**src/core/cslbc_pkg.sv**
```systemverilog
// Package: register map, field layout, reset values and encodings of the local bus controller
`default_nettype none
package cslbc_pkg;
  // Register byte offsets
  localparam logic [11:0] CSLBC_OFS_BOOT   = 12'h300;
  localparam logic [11:0] CSLBC_OFS_CFG1   = 12'h304;
  localparam logic [11:0] CSLBC_OFS_CFG5   = 12'h314;
  localparam logic [11:0] CSLBC_OFS_CTRL   = 12'h318;
  localparam logic [11:0] CSLBC_OFS_STAT   = 12'h31c;
  // Config fields, bit 0 = lsb (printed msb-first numbering mirrored)
  localparam int CSLBC_F_RO     = 0;
  localparam int CSLBC_F_WO     = 1;
  localparam int CSLBC_F_RS     = 2;
  localparam int CSLBC_F_WS     = 3;
  localparam int CSLBC_F_WAIT_TYPE_FIELD   = 4;
  localparam int CSLBC_F_BANK   = 6;
  localparam int CSLBC_F_DS     = 8;
  localparam int CSLBC_F_AS     = 10;
  localparam int CSLBC_F_CE     = 12;
  localparam int CSLBC_F_AA     = 13;
  localparam int CSLBC_F_AL     = 14;
  localparam int CSLBC_F_MX     = 15;
  localparam int CSLBC_F_WAITX  = 16;
  localparam int CSLBC_F_WAITP  = 24;
  // Control register: master enable, bus error enable, interrupt enable
  localparam int CSLBC_C_ME     = 24;
  localparam int CSLBC_C_IE     = 8;
  localparam int CSLBC_C_EBEE   = 0;
  // Status register: sticky violation flag, write one to clear
  localparam int CSLBC_S_VIOL   = 24;
  // Reset values: boot space read-only and enabled, others off
  localparam logic [31:0] CSLBC_BOOT_RST = 32'h0000_1001;
  localparam logic [31:0] CSLBC_CFG_RST  = 32'h0000_0000;
  localparam logic [31:0] CSLBC_CTRL_RST = 32'h0000_0000;
  // Wait type encodings
  localparam logic [1:0] CSLBC_WT_SAME  = 2'h0;
  localparam logic [1:0] CSLBC_WT_SPLIT = 2'h1;
  localparam logic [1:0] CSLBC_WT_LONGW = 2'h2;
  localparam logic [1:0] CSLBC_WT_LONG  = 2'h3;
  // Data size encodings and size codes on the address tenure
  localparam logic [1:0] CSLBC_DS_1B    = 2'h0;
  localparam logic [1:0] CSLBC_DS_2B    = 2'h1;
  localparam logic [1:0] CSLBC_DS_3B    = 2'h2;
  localparam logic [2:0] CSLBC_TSZ_1    = 3'h1;
  localparam logic [2:0] CSLBC_TSZ_2    = 3'h2;
  localparam logic [2:0] CSLBC_TSZ_4    = 3'h4;
  // Address tenure line positions
  localparam int CSLBC_AD_TSZ   = 28;
  localparam int CSLBC_AD_BANK  = 25;
  localparam int CSLBC_ADDR_W   = 25;
  // Chip select count
  localparam int CSLBC_NCS      = 6;
endpackage
`default_nettype wire

```
**src/core/cslbc_ctrl.sv**
```systemverilog
// Local bus controller: slave register file, chip-select transaction engine
`default_nettype none
module cslbc_ctrl
  import cslbc_pkg::*;
#(
  parameter int WAIT_W = 16
) (
  // Clock and reset
  input  wire  logic        clock,
  input  wire  logic        rst,
  // Internal peripheral bus slave: register side
  input  wire  logic        reg_sel,
  input  wire  logic        reg_wr,
  input  wire  logic [11:0] reg_addr,
  input  wire  logic [31:0] reg_wdata,
  output var   logic [31:0] reg_rdata,
  output var   logic        reg_ack,
  // Internal peripheral bus slave: external access side (memory map hit)
  input  wire  logic        xs_req,
  input  wire  logic [2:0]  xs_cs,
  input  wire  logic        xs_wr,
  input  wire  logic [24:0] xs_addr,
  input  wire  logic [3:0]  xs_be,
  input  wire  logic [31:0] xs_wdata,
  output var   logic [31:0] xs_rdata,
  output var   logic        xs_ack,
  output var   logic        core_transfer_error_ack,
  // Shared address/data bus
  input  wire  logic [31:0] ad_in,
  output var   logic [31:0] ad_out,
  output var   logic [31:0] ad_oe,
  output var   logic        bus_busy,
  // Control pins
  output var   logic [5:0]  cs_n,
  output var   logic        read_write_n,
  output var   logic        ale_n,
  output var   logic        transfer_start_strobe_n,
  input  wire  logic        ack_n,
  output var   logic        viol_irq
);

  initial begin
    if (WAIT_W != 16) $error("cslbc_ctrl: WAIT_W must be 16");
  end

  typedef enum logic [5:0] {
    ST_IDLE = 6'h01,
    ST_ADDR = 6'h02,
    ST_DEAD = 6'h04,
    ST_DATA = 6'h08,
    ST_HOLD = 6'h10,
    ST_DONE = 6'h20
  } cslbc_state_t;

  typedef struct packed {
    cslbc_state_t     st;
    logic [5:0][31:0] cfg;
    logic [31:0]      ctrl;
    logic             viol;
    logic [31:0]      rdata;
    logic             rack;
    logic [31:0]      xrd;
    logic             xack;
    logic             xerr;
    logic [31:0]      ad;
    logic [31:0]      oe;
    logic             busy;
    logic [5:0]       csn;
    logic             rwn;
    logic             alen;
    logic             tsn;
    logic [WAIT_W-1:0] cnt;
    logic             alecnt;
    logic             irq;
    logic [1:0]       ack_sync;
  } cslbc_reg_t;

  cslbc_reg_t r_q;
  cslbc_reg_t r_d;

  // Current chip-select config and decoded fields
  logic [31:0]       cur;
  logic [1:0]        ds;
  logic [WAIT_W-1:0] wcount;
  logic [31:0]       wswap;
  logic [31:0]       data_lanes;
  logic [2:0]        tsz;
  logic [2:0]        rsel;
  logic              reg_hit;
  logic              forbid;

  // Byte reverse over the transfer size, shared by both directions
  function automatic logic [31:0] swap_bytes(input logic [31:0] v, input logic [2:0] sz);
    logic [31:0] o;
    o = v;
    if (sz == CSLBC_TSZ_2) o = {16'h0000, v[7:0], v[15:8]};
    else if (sz == CSLBC_TSZ_4) o = {v[7:0], v[15:8], v[23:16], v[31:24]};
    return o;
  endfunction

  always_comb begin
    cur = r_q.cfg[xs_cs];
    ds  = cur[CSLBC_F_DS +: 2];
    // Size code from byte enables; others are invalid and treated as one byte
    case (xs_be)
      4'h3, 4'hc: tsz = CSLBC_TSZ_2;
      4'hf:       tsz = CSLBC_TSZ_4;
      default:    tsz = CSLBC_TSZ_1;
    endcase
    // Wait count selection per wait type field
    case (cur[CSLBC_F_WAIT_TYPE_FIELD +: 2])
      CSLBC_WT_SAME:  wcount = {8'h00, cur[CSLBC_F_WAITX +: 8]};
      CSLBC_WT_SPLIT: wcount = xs_wr ? {8'h00, cur[CSLBC_F_WAITP +: 8]}
                                     : {8'h00, cur[CSLBC_F_WAITX +: 8]};
      CSLBC_WT_LONGW: wcount = xs_wr ? cur[CSLBC_F_WAITX +: 16]
                                     : {8'h00, cur[CSLBC_F_WAITX +: 8]};
      default:        wcount = cur[CSLBC_F_WAITX +: 16];
    endcase
    wswap = cur[CSLBC_F_WS] ? swap_bytes(xs_wdata, tsz) : xs_wdata;
    // Lanes the peripheral may drive: multiplexed at bottom, plain at top
    case (ds)
      CSLBC_DS_1B: data_lanes = cur[CSLBC_F_MX] ? 32'h0000_00ff : 32'hff00_0000;
      CSLBC_DS_2B: data_lanes = cur[CSLBC_F_MX] ? 32'h0000_ffff : 32'hffff_0000;
      default:     data_lanes = cur[CSLBC_F_MX] ? 32'hffff_ffff : 32'hffff_0000;
    endcase
    forbid  = (xs_wr && cur[CSLBC_F_RO]) || (!xs_wr && cur[CSLBC_F_WO]);
    reg_hit = reg_addr >= CSLBC_OFS_BOOT && reg_addr <= CSLBC_OFS_STAT
              && reg_addr[1:0] == 2'h0;
    rsel    = 3'((reg_addr - CSLBC_OFS_BOOT) >> 2);
  end

  // Next-state logic for the whole block
  always_comb begin
    r_d      = r_q;
    r_d.rack = 1'b0;
    r_d.xack = 1'b0;
    r_d.xerr = 1'b0;
    r_d.ack_sync = {r_q.ack_sync[0], ack_n};
    // Register access, answered one clock later
    if (reg_sel && !r_q.rack) begin
      r_d.rack  = 1'b1;
      r_d.rdata = 32'h0000_0000;
      if (!reg_hit) begin
        r_d.xerr = r_q.ctrl[CSLBC_C_EBEE];
      end else if (rsel < 3'(CSLBC_NCS)) begin
        r_d.rdata = r_q.cfg[rsel];
        if (reg_wr) r_d.cfg[rsel] = reg_wdata;
      end else if (reg_addr == CSLBC_OFS_CTRL) begin
        r_d.rdata = r_q.ctrl;
        if (reg_wr) r_d.ctrl = reg_wdata;
      end else begin
        r_d.rdata = {7'h00, r_q.viol, 24'h00_0000};
      end
    end
    // Write one clears the violation flag; a new violation below wins
    if (reg_sel && !r_q.rack && reg_wr && reg_addr == CSLBC_OFS_STAT
        && reg_wdata[CSLBC_S_VIOL]) begin
      r_d.viol = 1'b0;
    end
    case (r_q.st)
      ST_IDLE: begin
        r_d.busy = 1'b0;
        r_d.oe   = 32'h0000_0000;
        if (xs_req) begin
          if (forbid) begin
            // Never reaches the pins; status set regardless of enables
            r_d.viol = 1'b1;
            r_d.xerr = r_q.ctrl[CSLBC_C_EBEE];
            r_d.xack = 1'b1;
            r_d.st   = ST_DONE;
          end else if (!cur[CSLBC_F_CE] || (xs_cs != 3'h0 && !r_q.ctrl[CSLBC_C_ME])) begin
            r_d.xack = 1'b1;
            r_d.st   = ST_DONE;
          end else begin
            r_d.busy = 1'b1;
            r_d.rwn  = !xs_wr;
            r_d.cnt  = (wcount == '0) ? WAIT_W'(1) : wcount;
            r_d.oe   = 32'hffff_ffff;
            if (cur[CSLBC_F_MX]) begin
              // Whole bus driven; spare lines low
              r_d.ad = 32'h0000_0000;
              r_d.ad[CSLBC_ADDR_W-1:0] = xs_addr;
              r_d.ad[CSLBC_AD_BANK +: 2] = cur[CSLBC_F_BANK +: 2];
              r_d.ad[CSLBC_AD_TSZ +: 3] = tsz;
              r_d.alen   = 1'b0;
              r_d.alecnt = cur[CSLBC_F_AL];
              r_d.st     = ST_ADDR;
            end else begin
              // Address at the bottom, data msb on line 31
              r_d.ad = {xs_addr[15:0] & ~data_lanes[15:0], 16'h0000};
              r_d.ad = {16'h0000, xs_addr[15:0]} & ~data_lanes;
              if (xs_wr) begin
                r_d.ad = r_d.ad | ((ds == CSLBC_DS_1B) ? {wswap[7:0], 24'h00_0000}
                                                      : {wswap[15:0], 16'h0000});
              end else begin
                r_d.oe = ~data_lanes;
              end
              r_d.ad[23:16] = (ds == CSLBC_DS_1B) ? xs_addr[23:16] : r_d.ad[23:16];
              r_d.csn[xs_cs] = 1'b0;
              r_d.st = ST_DATA;
            end
          end
        end
      end
      ST_ADDR: begin
        if (r_q.alecnt) r_d.alecnt = 1'b0;
        else begin
          r_d.alen = 1'b1;
          r_d.st   = ST_DEAD;
        end
      end
      ST_DEAD: begin
        // Data tenure from line 0; unused lanes low, read lanes released
        r_d.ad  = xs_wr ? (wswap & data_lanes) : 32'h0000_0000;
        r_d.oe  = xs_wr ? 32'hffff_ffff : ~data_lanes;
        r_d.csn[xs_cs] = 1'b0;
        r_d.tsn = 1'b0;
        r_d.st  = ST_DATA;
      end
      ST_DATA: begin
        r_d.tsn = 1'b1;
        r_d.cnt = r_q.cnt - WAIT_W'(1);
        // Acknowledge can only cut the count short
        if (r_q.cnt == WAIT_W'(1) ||
            (cur[CSLBC_F_MX] && cur[CSLBC_F_AA] && !r_q.ack_sync[1])) begin
          r_d.csn = 6'h3f;
          r_d.xrd = cur[CSLBC_F_MX] ? (ad_in & data_lanes)
                  : ((ds == CSLBC_DS_1B) ? {24'h00_0000, ad_in[31:24]}
                                         : {16'h0000, ad_in[31:16]});
          if (cur[CSLBC_F_RS]) r_d.xrd = swap_bytes(r_d.xrd, tsz);
          r_d.st = ST_HOLD;
        end
      end
      ST_HOLD: begin
        // Signals held one clock past chip select, then bus released
        r_d.oe   = 32'h0000_0000;
        r_d.ad   = 32'h0000_0000;
        r_d.busy = 1'b0;
        r_d.xack = 1'b1;
        r_d.rwn  = 1'b1;
        r_d.st   = ST_DONE;
      end
      ST_DONE: begin
        // Wait for the request to drop so one access runs once
        if (!xs_req) r_d.st = ST_IDLE;
      end
      default: r_d.st = ST_IDLE;
    endcase
    r_d.irq = r_d.viol && r_q.ctrl[CSLBC_C_IE];
  end

  // Single state register
  always_ff @(posedge clock) begin
    if (rst) begin
      r_q          <= '0;
      r_q.st       <= ST_IDLE;
      r_q.cfg[0]   <= CSLBC_BOOT_RST;
      r_q.ctrl     <= CSLBC_CTRL_RST;
      r_q.csn      <= 6'h3f;
      r_q.rwn      <= 1'b1;
      r_q.alen     <= 1'b1;
      r_q.tsn      <= 1'b1;
      r_q.ack_sync <= 2'h3;
    end else begin
      r_q <= r_d;
    end
  end

  // Outputs straight from flops
  assign reg_rdata               = r_q.rdata;
  assign reg_ack                 = r_q.rack;
  assign xs_rdata                = r_q.xrd;
  assign xs_ack                  = r_q.xack;
  assign core_transfer_error_ack = r_q.xerr;
  assign ad_out                  = r_q.ad;
  assign ad_oe                   = r_q.oe;
  assign bus_busy                = r_q.busy;
  assign cs_n                    = r_q.csn;
  assign read_write_n            = r_q.rwn;
  assign ale_n                   = r_q.alen;
  assign transfer_start_strobe_n = r_q.tsn;
  assign viol_irq                = r_q.irq;

endmodule
`default_nettype wire

```
**config.mk**
```make
export PLATFORM = sky130hd
export DESIGN_NAME = cslbc_ctrl
export DESIGN_NICKNAME = d
export VERILOG_FILES = /design/src/core/cslbc_pkg.sv /design/src/core/cslbc_ctrl.sv
export SDC_FILE = /design/constraint.sdc
export NUM_CORES = 1
export LEC_CHECK = 0
export BUFFER_PORTS_ARGS = -buffer_cell sky130_fd_sc_hd__buf_2
export CORE_UTILIZATION = 44
export CTS_CLUSTER_SIZE = 40
export DETAILED_ROUTE_END_ITERATION = 10
export MAX_ROUTING_LAYER = met4
export PLACE_DENSITY = 0.69
export SYNTH_ARGS = -nofsm -noshare
export SYNTH_HDL_FRONTEND = slang
export SYNTH_SLANG_ARGS = --single-unit
export TNS_END_PERCENT = 100
```
**constraint.sdc**
```tcl
create_clock -name clock -period 3.57 [get_ports clock]
set_clock_uncertainty 0.15 [all_clocks]
set_input_delay 0.5355 -clock clock [delete_from_list [all_inputs] [get_ports clock]]
set_output_delay 0.5355 -clock clock [all_outputs]
set_load 0.02 [all_outputs]
```
; ---- Yosys cells after proc, flatten, opt, wreduce, memory -nomap -nowiden
; Index checks and enable logic that the tools add are counted.
[classes]
n_lt_le_gt_ge = 7
addsub = 2
n_reduce_logical = 44
n_bitwise = 8
n_mux = 75
n_eq_ne = 25
[op_table]
columns = op, n
row1 = 32-bit 2-to-1 mux, 21
row2 = 32-bit binary-select mux with 3-bit select, 2
row3 = 192-bit bitwise mux, 1
row4 = 64-bit case mux with 3 select lines, 1
row5 = 73-bit 2-to-1 mux, 2
row6 = 32-bit demux with 3-bit select, 1
row7 = 75-bit 2-to-1 mux, 1
row8 = 32-bit AND, 2
row9 = 16-bit 2-to-1 mux, 4
row10 = 32-bit case mux with 2 select lines, 1
row11 = 17-bit 2-to-1 mux, 3
row12 = 6-bit 2-to-1 mux, 8
row13 = 16-bit case mux with 3 select lines, 1
row14 = 6-bit case mux with 6 select lines, 1
row15 = 16-bit by 32-bit AND with 32-bit output, 1
row16 = 32-bit NOT, 1
row17 = 32-bit OR, 1
row18 = 16-bit case mux with 2 select lines, 1
row19 = "12-bit by 10-bit == test with 1-bit output, second input constant", 2
row20 = 4-bit AND reduction, 5
row21 = 6-bit case mux with 3 select lines, 1
row22 = "16-bit by 1-bit == test with 1-bit output, second input constant", 1
row23 = 16-bit logical NOT, 1
row24 = 8-bit 2-to-1 mux, 2
row25 = 38 further kinds, 96
[totals]
register_bits = 392
elab_cells = 186
out_inout_bits = 142
in_bits = 147

; ---- Depth between registers and ports, before layout
; Gate-level depths: netlist of run 1.
[depth]
ltp_word = 16
mapped_depth = 13
ltp_nobuf = 9

; ---- Worst setup path after synthesis of run 1
; Ideal clock, no wire load.
[synth_path]
kind = input port to flip-flop
from = input port xs_cs[1]
to = register r_q, in the netlist xs_rdata[3]
path_slack_ns = 0.733
arrival_time_ns = 2.563
required_time_ns = 3.296
setup_ns = 0.124
cell_stages = 8
path_buffers = 1
path_cell_list = mux2_1 a221o_1 a2111oi_4 buf_6 mux2i_1 a21oi_2 a221oi_1 o21ai_1
[synth_between]
elab_chain_len = 9
word_cells_on_any_way = 18
cone_classes = eq/ne: 1 / mux: 11 / bitwise: 1 / reduce/logical: 5
[synth_rtl]
columns = element, line_no
row1 = "start, declared", cslbc_ctrl.sv:20  ; input wire logic [2:0] xs_cs,
row2 = 32-bit binary-select mux with 3-bit select *, cslbc_ctrl.sv:102  ; cur = r_q.cfg[xs_cs];
row3 = 32-bit 2-to-1 mux (not written as such) *, cslbc_ctrl.sv:102
row4 = "2-bit by 1-bit == test with 1-bit output, or another cell as far along", cslbc_ctrl.sv:121  ; case (ds)
row5 = 32-bit case mux with 2 select lines, cslbc_ctrl.sv:121
row6 = 32-bit AND, cslbc_ctrl.sv:227  ; r_d.xrd = cur[CSLBC_F_MX] ? (ad_in & data_lanes)
row7 = 32-bit 2-to-1 mux, cslbc_ctrl.sv:227
row8 = 32-bit 2-to-1 mux, cslbc_ctrl.sv:97  ; else if (sz == CSLBC_TSZ_4) o = {v[7:0], v[15:8], v[23:16], v[31:24]};
row9 = 32-bit 2-to-1 mux, cslbc_ctrl.sv:96  ; if (sz == CSLBC_TSZ_2) o = {16'h0000, v[7:0], v[15:8]};
row10 = 32-bit 2-to-1 mux, cslbc_ctrl.sv:230  ; if (cur[CSLBC_F_RS]) r_d.xrd = swap_bytes(r_d.xrd, tsz);
row11 = "end signal, assigned", cslbc_ctrl.sv:265  ; r_q <= r_d;
row12 = "end, declared", cslbc_ctrl.sv:78  ; cslbc_reg_t r_q;
; Mark *: on every way between the ends. The rest lies on a longest branch, timed or not. The select of a mux whose other input is x is not followed.
; A chain may end at the register's enable or synchronous reset.

; ---- Worst setup path in the final report of run 1
[layout_path]
from = input port xs_cs[0]
to = register r_q, in the netlist xs_rdata[10]
[layout_between]
elab_chain_len = 9
word_cells_on_any_way = 18
cone_classes = eq/ne: 1 / mux: 11 / bitwise: 1 / reduce/logical: 5
[layout_rtl]
columns = element, line_no
row1 = 32-bit binary-select mux with 3-bit select *, cslbc_ctrl.sv:102
row2 = 32-bit 2-to-1 mux (not written as such) *, cslbc_ctrl.sv:102
row3 = "2-bit by 1-bit == test with 1-bit output, or another cell as far along", cslbc_ctrl.sv:121
row4 = 32-bit case mux with 2 select lines, cslbc_ctrl.sv:121
row5 = 32-bit AND, cslbc_ctrl.sv:227
row6 = 32-bit 2-to-1 mux, cslbc_ctrl.sv:227
row7 = 32-bit 2-to-1 mux, cslbc_ctrl.sv:97
row8 = 32-bit 2-to-1 mux, cslbc_ctrl.sv:96
row9 = 32-bit 2-to-1 mux, cslbc_ctrl.sv:230
; Marks and branches as above.

==> impl_metrics.toml, run 1 <==
[outcome]
status = "completed"

[floorplan]
die_area_um2 = 45200
die_h_um = 212
io_pins = 289
core_area_um2 = 43400
start_util_pct = 45.0
rows = 76
die_w_um = 212

[drt]
via_per_inst = 6.06
remaining_drc_errors = 0
via_count = 19441
drt_iter0_markers = 2116
ant_nets = 0
wl_per_cell_um = 22.9
finalWirelength_um = 73500
dr.pass1.iters = 6

[power_and_ir_drop]
p_leak_nw = 8.74
intPower_mw = 7.06
pwr-share-comb_pct = 9.6
vdd_drop_max_v = 0.000302
power_frac_seq_pct = 43.3
power_density_nw_per_um2 = 425
switching_power_mw = 2.42
clkPwrFrac_pct = 47.1
p_sw_share_pct = 25.5

[clocking]
clk_latency_ps = 570
cts-root-buf = "clkbuf_16"
clk_pin_slew_ps = 60
post_cts_buffers = 0
cts_htree_levels = 2
clk_path_buf_depth = 3
post_cts_resized = 0
hold_buffers = 0
numCtsBuffers = 42
cts_tree = "yes"
clock_sinks = 364

[cells_and_area]
area_growth_pct = 14.4
drive_gt1_share_pct = 22.6
nets = 2735
fillers = 4185

[yosys]
yosysTopAreaCellShare_pct = 37.4
synthCells = 2463
synth_xor_area_share_pct = 0.314
async_flop_share_pct = 0
synth_ff_type = "dfxtp_1"
synth_common_cells = "nand2_1, dfxtp_1, a21oi_1"
synth_edf_count = 0
yosysTopAreaCell = "dfxtp_1"
avgSynthCellArea_um2 = 7.92
synth_cell_types = 88
yosysMostFrequentCell = "nand2_1"
ys_ff_latch = 364
yosys_warnings = 0
synth_simple_gate_area_share_pct = 18.7
yosys-top-cells-area = "dfxtp_1, nand2_1, a21oi_1, mux2i_1, buf_4"
synth_top_family_by_area = "compound AO/OA/AOI/OAI gates"
syn_area_um2 = 19500
synth_seq_area_share_pct = 37.4
synth_fa_ha_area_share_pct = 0.128
synth_nets = 2612
synthMuxAreaShare_pct = 11.0
synth_compound_area_share_pct = 22.7

[worst_setup_path]
crit_path_end_kind = "flop"
critical_path.slowest_cell = "nor3_2"
cp.required_ps = 3910
reg2reg_from = "r_q[202]"
reg2reg_depth = 9
path_cells = "buf_2, buf_4, mux2i_1, o22ai_1, a21oi_1, nand2b_1, nor3_2, a22oi_1, o221ai_1"
critPathMaxFanout = 25
slowest_delay_ps = 810
critPathArrivalTime_ps = 3200
crit_type = "in -> reg"
critPathLaunchType = "primary input"
crit_path_start = "xs_cs[0]"

[sta]
fmax_mhz = 349
fin_crit_ps = 2860
maxSlewHeadroom_pct = 29.0
slew_violations = 0
setup_violations = 0
hold_viol = 0
fin_tns_setup_ps = 0
worstMarginPinSlew_ps = 1060
fin_crit_sh_pct = 80.2
whs_ps = 36.6
rsz0062_at_grt = "false"

[global_route]
grt_pass1_wl_um = 109000
antenna_found_initial = 4
grt_overflow = 0
grt_max_degree = 124
track_usage_pct = 32.6
grt_pass1_vias = 18388

[worst_hold_path]
worst_hold_startpoint = "ack_n"
worst_hold_path_type = "in -> reg"
hold_path_depth = 2

[placed_design]
portBuffers = 288
gp_congestion = 0.999
dp_hpwl_um = 50300

[job]
maxCapViolCount = 0
placed cells by master (no fill, tap or decap), types with 54 or more instances in the layout:
cell	n
a21oi_1	332
buf_2	287
buf_4	108
dfxtp_1	364
mux2_2	57
mux2i_1	125
nand2_1	508
nor2_1	189
o21ai_0	54
o22ai_1	56
power groups by stage:
stage	Clock [mW]	Combinational [mW]	Sequential [mW]
after CTS	4.53	0.887	4.11
after floorplan	0	0.547	4.19
after global placement	0	0.882	4.20
after global routing	4.70	0.959	4.11
after detailed placement	0	0.884	4.20
final	4.47	0.910	4.11
per-layer routing:
| layer | up-vias | track usage, % | part of all wire [%] |
|---|---|---|---|
| met2 | 1142 | 51.0 | 46 |
| met1 | 9212 | 39.0 | 39 |
| met3 | 254 | 5.95 | 9.2 |
| li1 | 8833 | - | - |
| met4 | 0 | 20.0 | 5.9 |
| met5 | - | - | 0 |
sequential cells by signal (all words and copies together), names as in the netlist:
register and cells:
read_write_n 1, transfer_start_strobe_n 1, core_transfer_error_ack 1, ale_n 1
cs_n 6, reg_ack 1, bus_busy 1, viol_irq 1
xs_rdata 32, r_d 1, r_q 249, ad_out 32
reg_rdata 32, ad_oe 4, xs_ack 1
final timing paths:
path | slack, ps | to
max | 710 | xs_rdata[10]
min | 40 | r_d[1]
max reg2reg | 780 | ad_out[17]
min reg2reg | 260 | r_q[1]
kinds of logic (layout without fill, tap and decap cells):
logic type,Yosys count,in the layout
and+or+nand+nor,857,857
AOI/OAI and AO/OA,693,693
DFF,364,364
buffers and inverters,346,500
muxes,194,194
xor gates and xnor gates,7,7
adders and majority gates,2,2
other,0,5
layout make-up:
cell class / instances / area [um^2] / share of cell area (%)
clock inverter: 14 / 176 / 0.791
tap: 585 / 732 / 3.28
inverter: 22 / 82.6 / 0.370
clock buffer: 61 / 1230 / 5.53
timing repair buffer: 403 / 2400 / 10.8
multi-input combinational: 1753 / 10400 / 46.5
sequential: 364 / 7290 / 32.7
antenna: 5 / 12.5 / 0.0561
per-stage QoR:
step,utilization [%],area (um^2),power (mW),worst slack [ps],instances
floorplan,-,19500,4.74,733,2463
global placement,48.1,20900,5.08,281,3127
detailed placement,48.1,20900,5.08,166,3127
CTS,51.4,22300,9.52,753,3202
global route,51.4,22300,9.77,542,3206
finish,51.4,22300,9.48,707,3207
critical path, delay by kind of cell:
family | cells | cell delay, ps
simple gates | 2 | 1030
buf+inv | 2 | 740
compound gates | 4 | 710
mux | 1 | 160
(Power assumes the default switching activity.)
==> run 2, diff against run 1 <==
Clock period 3.57 ns to 2.7 ns, I/O delays scaled along.
==> run 2 against run 1 <==
Against the previous run: routed wire length is 3.6% higher; first-iteration DRC count down 3.0%; sequential cell count unchanged; worst hold slack got worse by 26 ps; worst setup slack got worse by 660 ps; largest cell class unchanged; cell area is 7.8% higher; via count up 3.4%; core utilization up 4.0 points; critical path type is now reg -> reg; total power rose by 32%; global-route usage is 1.1 points higher; register-to-register slack got worse by 740 ps.
==> impl_metrics.toml, run 2 (same netlist as run 1, synthesis figures left out) <==
[floorplan]
rows = 76
start_util_pct = 45.0
io_pins = 289
die_h_um = 212
core_area_um2 = 43400
die_w_um = 212
die_area_um2 = 45200

[global_route]
track_usage_pct = 33.8
grt_pass1_vias = 18942
grt_overflow = 0
grt_pass1_wl_um = 113000
antenna_found_initial = 6
grt_max_degree = 70

[clocking]
numCtsBuffers = 42
cts-root-buf = "clkbuf_16"
clock_sinks = 364
clk_latency_ps = 590
clk_pin_slew_ps = 60
clk_path_buf_depth = 3
cts_tree = "yes"
cts_htree_levels = 2

[power_and_ir_drop]
vdd_drop_max_v = 0.000527
power_density_nw_per_um2 = 520
p_leak_nw = 9.62

[worst_setup_path]
reg2reg_depth = 10
critPathLaunchType = "flop"
crit_path_end_kind = "flop"
r2r_slack_ps = 40
reg2reg_from = "r_q[202]"
crit_type = "reg -> reg"
cp.required_ps = 3030
rr_endpoint = "xs_rdata[5]"
critPathMaxFanout = 6
critPathArrivalTime_ps = 2990

[drt]
via_count = 20094
via_per_inst = 5.94
dr.pass1.iters = 5
remaining_drc_errors = 0
ant_nets = 0
finalWirelength_um = 76100
drt_iter0_markers = 2053
wl_per_cell_um = 22.5

[cells_and_area]
final_common_cell = "nand2_1"
stdcell_count = 3382
layout_common_cells = "nand2_1, dfxtp_1, a21oi_1"
fillers = 4029
nets = 2913
drive_gt1_share_pct = 26.7
top_register = "r_q"
multi_input_area_um2 = 10500
area_growth_pct = 23.3
largest_reg_flops = 249
seq_area_um2 = 7290
final_area_um2 = 24000

[placed_design]
dp.cells = 3261
dp_hpwl_um = 53200
portBuffers = 288
gp_congestion = 0.966
placed_cell_area_um2 = 22100
dp_slack_ps = -485

[sta]
fmax_mhz = 376
fin_crit_ps = 2660
slew_violations = 0
worstMarginPinSlew_ps = 850
rsz0062_at_grt = "true"
fin_crit_sh_pct = 98.4
postLayoutSetupSlackWorst_ps = 43.6
setup_violations = 0
hold_viol = 0
maxSlewHeadroom_pct = 43.2
whs_ps = 10.5

[outcome]
status = "completed"

[worst_hold_path]
worst_hold_startpoint = "reg_wdata[13]"
hold_path_depth = 3
worstHoldEndpoint = "r_q[335]"
worst_hold_path_type = "in -> reg"

[job]
maxCapViolCount = 0
run 2: cell types whose count changed in the layout (fill, tap and decap cells not counted), sizes merged, moves of 2 or more:
| cell | delta |
|---|---|
| buf | +139 |
| dlygate4sd3 | +37 |
| bufinv | -3 |
| clkinv | -2 |
| clkinvlp | +2 |
run 2: layout make-up:
type | count | area share (%)
clock inverter | 12 | 0.463
tap | 585 | 3.04
multi-input combinational | 1754 | 43.6
antenna | 6 | 0.0625
sequential | 364 | 30.3
timing repair buffer | 580 | 17.1
inverter | 22 | 0.343
clock buffer | 59 | 5.10
run 2: layer usage:
metal	vias up	global-route usage [%]	wire, um	part of all wire [%]
met5	-	-	0	0
met4	0	15.0	3430	4.5
met3	209	6.90	7370	9.7
met2	1150	52.3	34500	45
met1	9529	42.3	30800	41
li1	9206	-	-	-
run 2: worst max path at each step:
| stage | start | end | slack, ps | cells after the start |
|---|---|---|---|---|
| 2_1_floorplan | xs_cs[1] | xs_rdata[3] | 10 | 8 |
| 3_3_place_gp | xs_cs[0] | xs_rdata[18] | -430 | 14 |
| 3_5_place_dp | xs_cs[0] | xs_rdata[17] | -480 | 14 |
| 4_1_cts | r_q[298] | xs_rdata[2] | 9 | 9 |
| 5_1_grt | r_q[202] | xs_rdata[5] | -40 | 10 |
| 6_report | r_q[202] | xs_rdata[5] | 40 | 10 |
run 2: per-stage QoR:
stage          utilization (%)  TNS (ps)  total power, mW
2_1_floorplan                -         0             6.26
3_3_place_gp              51.0    -21900             6.83
3_5_place_dp              51.0    -28790             6.83
4_1_cts                   55.1         0             12.5
5_1_grt                   55.4      -184             12.9
6_report                  55.4         0             12.5
run 2: power breakdown:
| part | total [mW] | switching (mW) | internal (mW) |
|---|---|---|---|
| Clock | 5.69 | 2.43 | 3.26 |
| Sequential | 5.42 | 0.0270 | 5.40 |
| Combinational | 1.40 | 0.865 | 0.534 |
run 2: what timing repair did:
item	CTS	global route
buffers inserted	3	3
pin swaps	1	12
hold endpoints to repair	169	0
cloned	0	2
hold buffers	37	0
endpoints found under the setup margin	4	42
gates resized for setup	2	22
run 2: critical path: stages, from the launching register on:
cell and delay, ps:
dfxtp_2 330, mux2_4 270, a221o_1 350, a2111oi_4 350
buf_4 200, buf_12 140, buf_12 120, mux2i_4 210
a21oi_2 90, a221oi_2 270, o21ai_1 80
==> run 3, diff against run 2 <==
Settings changed: PLACE_DENSITY 0.69 to 0.66.
==> run 3 against run 2 <==
Against the previous run: the run now ends with hold timing left; critical path depth is 1 lower; register-to-register slack worse by 20 ps; clock-buffer cell count decreased by 1; sequential cell count did not move; die area unchanged; routed wire length shrank 1.8%; worst setup slack worse by 17 ps; fmax is 0.65% lower.
==> impl_metrics.toml, run 3 (same netlist as run 1, synthesis figures left out) <==
[floorplan]
core_area_um2 = 43400
start_util_pct = 45.0
die_h_um = 212
die_area_um2 = 45200
rows = 76
io_pins = 289
die_w_um = 212

[cells_and_area]
drive_gt1_share_pct = 27.2
seq_area_um2 = 7290
stdcell_count = 3367
nets = 2897
largest_reg_flops = 249
top_register = "r_q"
fillers = 4045
area_growth_pct = 23.8
multi_input_area_um2 = 10600
layout_common_cells = "nand2_1, dfxtp_1, a21oi_1"
final_common_cell = "nand2_1"

[worst_hold_path]
hold_path_depth = 3
worstHoldEndpoint = "ad_out[11]"
worst_hold_path_type = "in -> reg"
worst_hold_startpoint = "xs_addr[11]"

[placed_design]
gp_congestion = 0.984
portBuffers = 288
dp_hpwl_um = 51500
dp.cells = 3248

[drt]
finalWirelength_um = 74800
drt_iter0_markers = 1991
via_per_inst = 5.99
via_count = 20153
wl_per_cell_um = 22.2
remaining_drc_errors = 0
dr.pass1.iters = 6
ant_nets = 0

[outcome]
violations = "hold timing"
status = "finished with violations"

[sta]
rsz0062_at_grt = "true"
hold_viol = 1
whs_ps = -7.45
fmax_mhz = 374
slew_violations = 0
maxSlewHeadroom_pct = 41.4
fin_crit_sh_pct = 99.0
fin_crit_ps = 2670
worstMarginPinSlew_ps = 876
setup_violations = 0

[power_and_ir_drop]
p_leak_nw = 9.65
power.total_mw = 12.7
power_density_nw_per_um2 = 528
vdd_drop_max_v = 0.000516

[worst_setup_path]
slowest_delay_ps = 380
reg2reg_from = "r_q[234]"
critPathMaxFanout = 5
critPathArrivalTime_ps = 2980
r2r_slack_ps = 30
crit_buf_inv = 2
reg2reg_depth = 9
critical_path.slowest_cell = "a221o_1"
cp.required_ps = 3010
path_cells = "mux2_4, a221o_1, a2111oi_4, buf_4, buf_12, mux2i_4, a21oi_2, a221oi_2, o21ai_1"
critPathLaunchType = "flop"
rr_endpoint = "xs_rdata[6]"
crit_type = "reg -> reg"
cp_top_family = "compound AO/OA/AOI/OAI gates"
crit_path_start = "r_q[234]"
crit_path_end_kind = "flop"

[global_route]
grt_max_degree = 132
antenna_found_initial = 2
track_usage_pct = 32.8
grt_overflow = 0
grt_pass1_vias = 19023
grt_pass1_wl_um = 111000

[job]
maxCapViolCount = 0

[clocking]
clock_sinks = 364
numCtsBuffers = 42
clk_pin_slew_ps = 60
clk_latency_ps = 580
cts_tree = "yes"
clk_path_buf_depth = 3
cts-root-buf = "clkbuf_16"
cts_htree_levels = 2
[run 3: changes by cell type in the layout (fill, tap and decap cells not counted), sizes merged]
cell / previous run / this run
inv: 23 / 25
diode: 6 / 2
clkinv: 7 / 9
bufinv: 1 / 4
buf: 542 / 529
clkinvlp: 3 / 2
dlygate4sd3: 37 / 33
[run 3: worst register-to-register path: cells and delay by family, from the launching register on]
family | cells | cell delay (ps)
mux | 2 | 520
compound gates | 5 | 1200
flops | 1 | 330
buf+inv | 2 | 360
[run 3: how the worst max path moves through the flow]
stage                  end  cells after the start  slack [ps]
5_1_grt        xs_rdata[6]                      9         -50
3_5_place_dp   xs_rdata[6]                      9        -320
6_report       xs_rdata[6]                      9          30
4_1_cts        xs_rdata[4]                      8          10
3_3_place_gp   xs_rdata[6]                      9        -310
2_1_floorplan  xs_rdata[3]                      8          10
[run 3: final cells by class]
type	instances	share of cell area [%]
repair buffers	564	16.6
inverters	22	0.342
clock inverters	18	0.933
well taps	585	3.03
clock buffers	58	4.94
diodes	2	0.0207
multi-input cells	1754	44.0
flip-flops and latches	364	30.2
[run 3: report_power, final]
group / switching, mW / internal [mW]
Clock: 2.42 / 3.49
Sequential: 0.0328 / 5.40
Combinational: 0.862 / 0.532
[run 3: what timing repair did]
action | in CTS | in global routing
hold buffers | 33 | 0
endpoints found under the hold margin | 174 | 0
gates cloned | 0 | 4
pin swaps | 0 | 34
endpoints found under the setup margin | 1 | 44
buffers inserted | 0 | 5
resized for setup | 1 | 45
[run 3: per-layer routing]
layer | share of wire [%] | track usage [%]
met1 | 40 | 40.6
met2 | 46 | 51.9
met3 | 9.5 | 5.91
met4 | 4.8 | 15.1
met5 | 0 | -
[run 3: stage by stage]
step	instance area [um^2]	setup slack (ps)	utilization [%]	hold WS, ps	setup TNS, ps
2_1_floorplan	19500	11.2	-	239	0
3_3_place_gp	22000	-311	50.8	270	-15160
3_5_place_dp	22000	-324	50.8	250	-18370
4_1_cts	23800	9.57	54.9	0.775	0
5_1_grt	24100	-46.0	55.6	25.7	-309
6_report	24100	26.1	55.6	-7.45	0
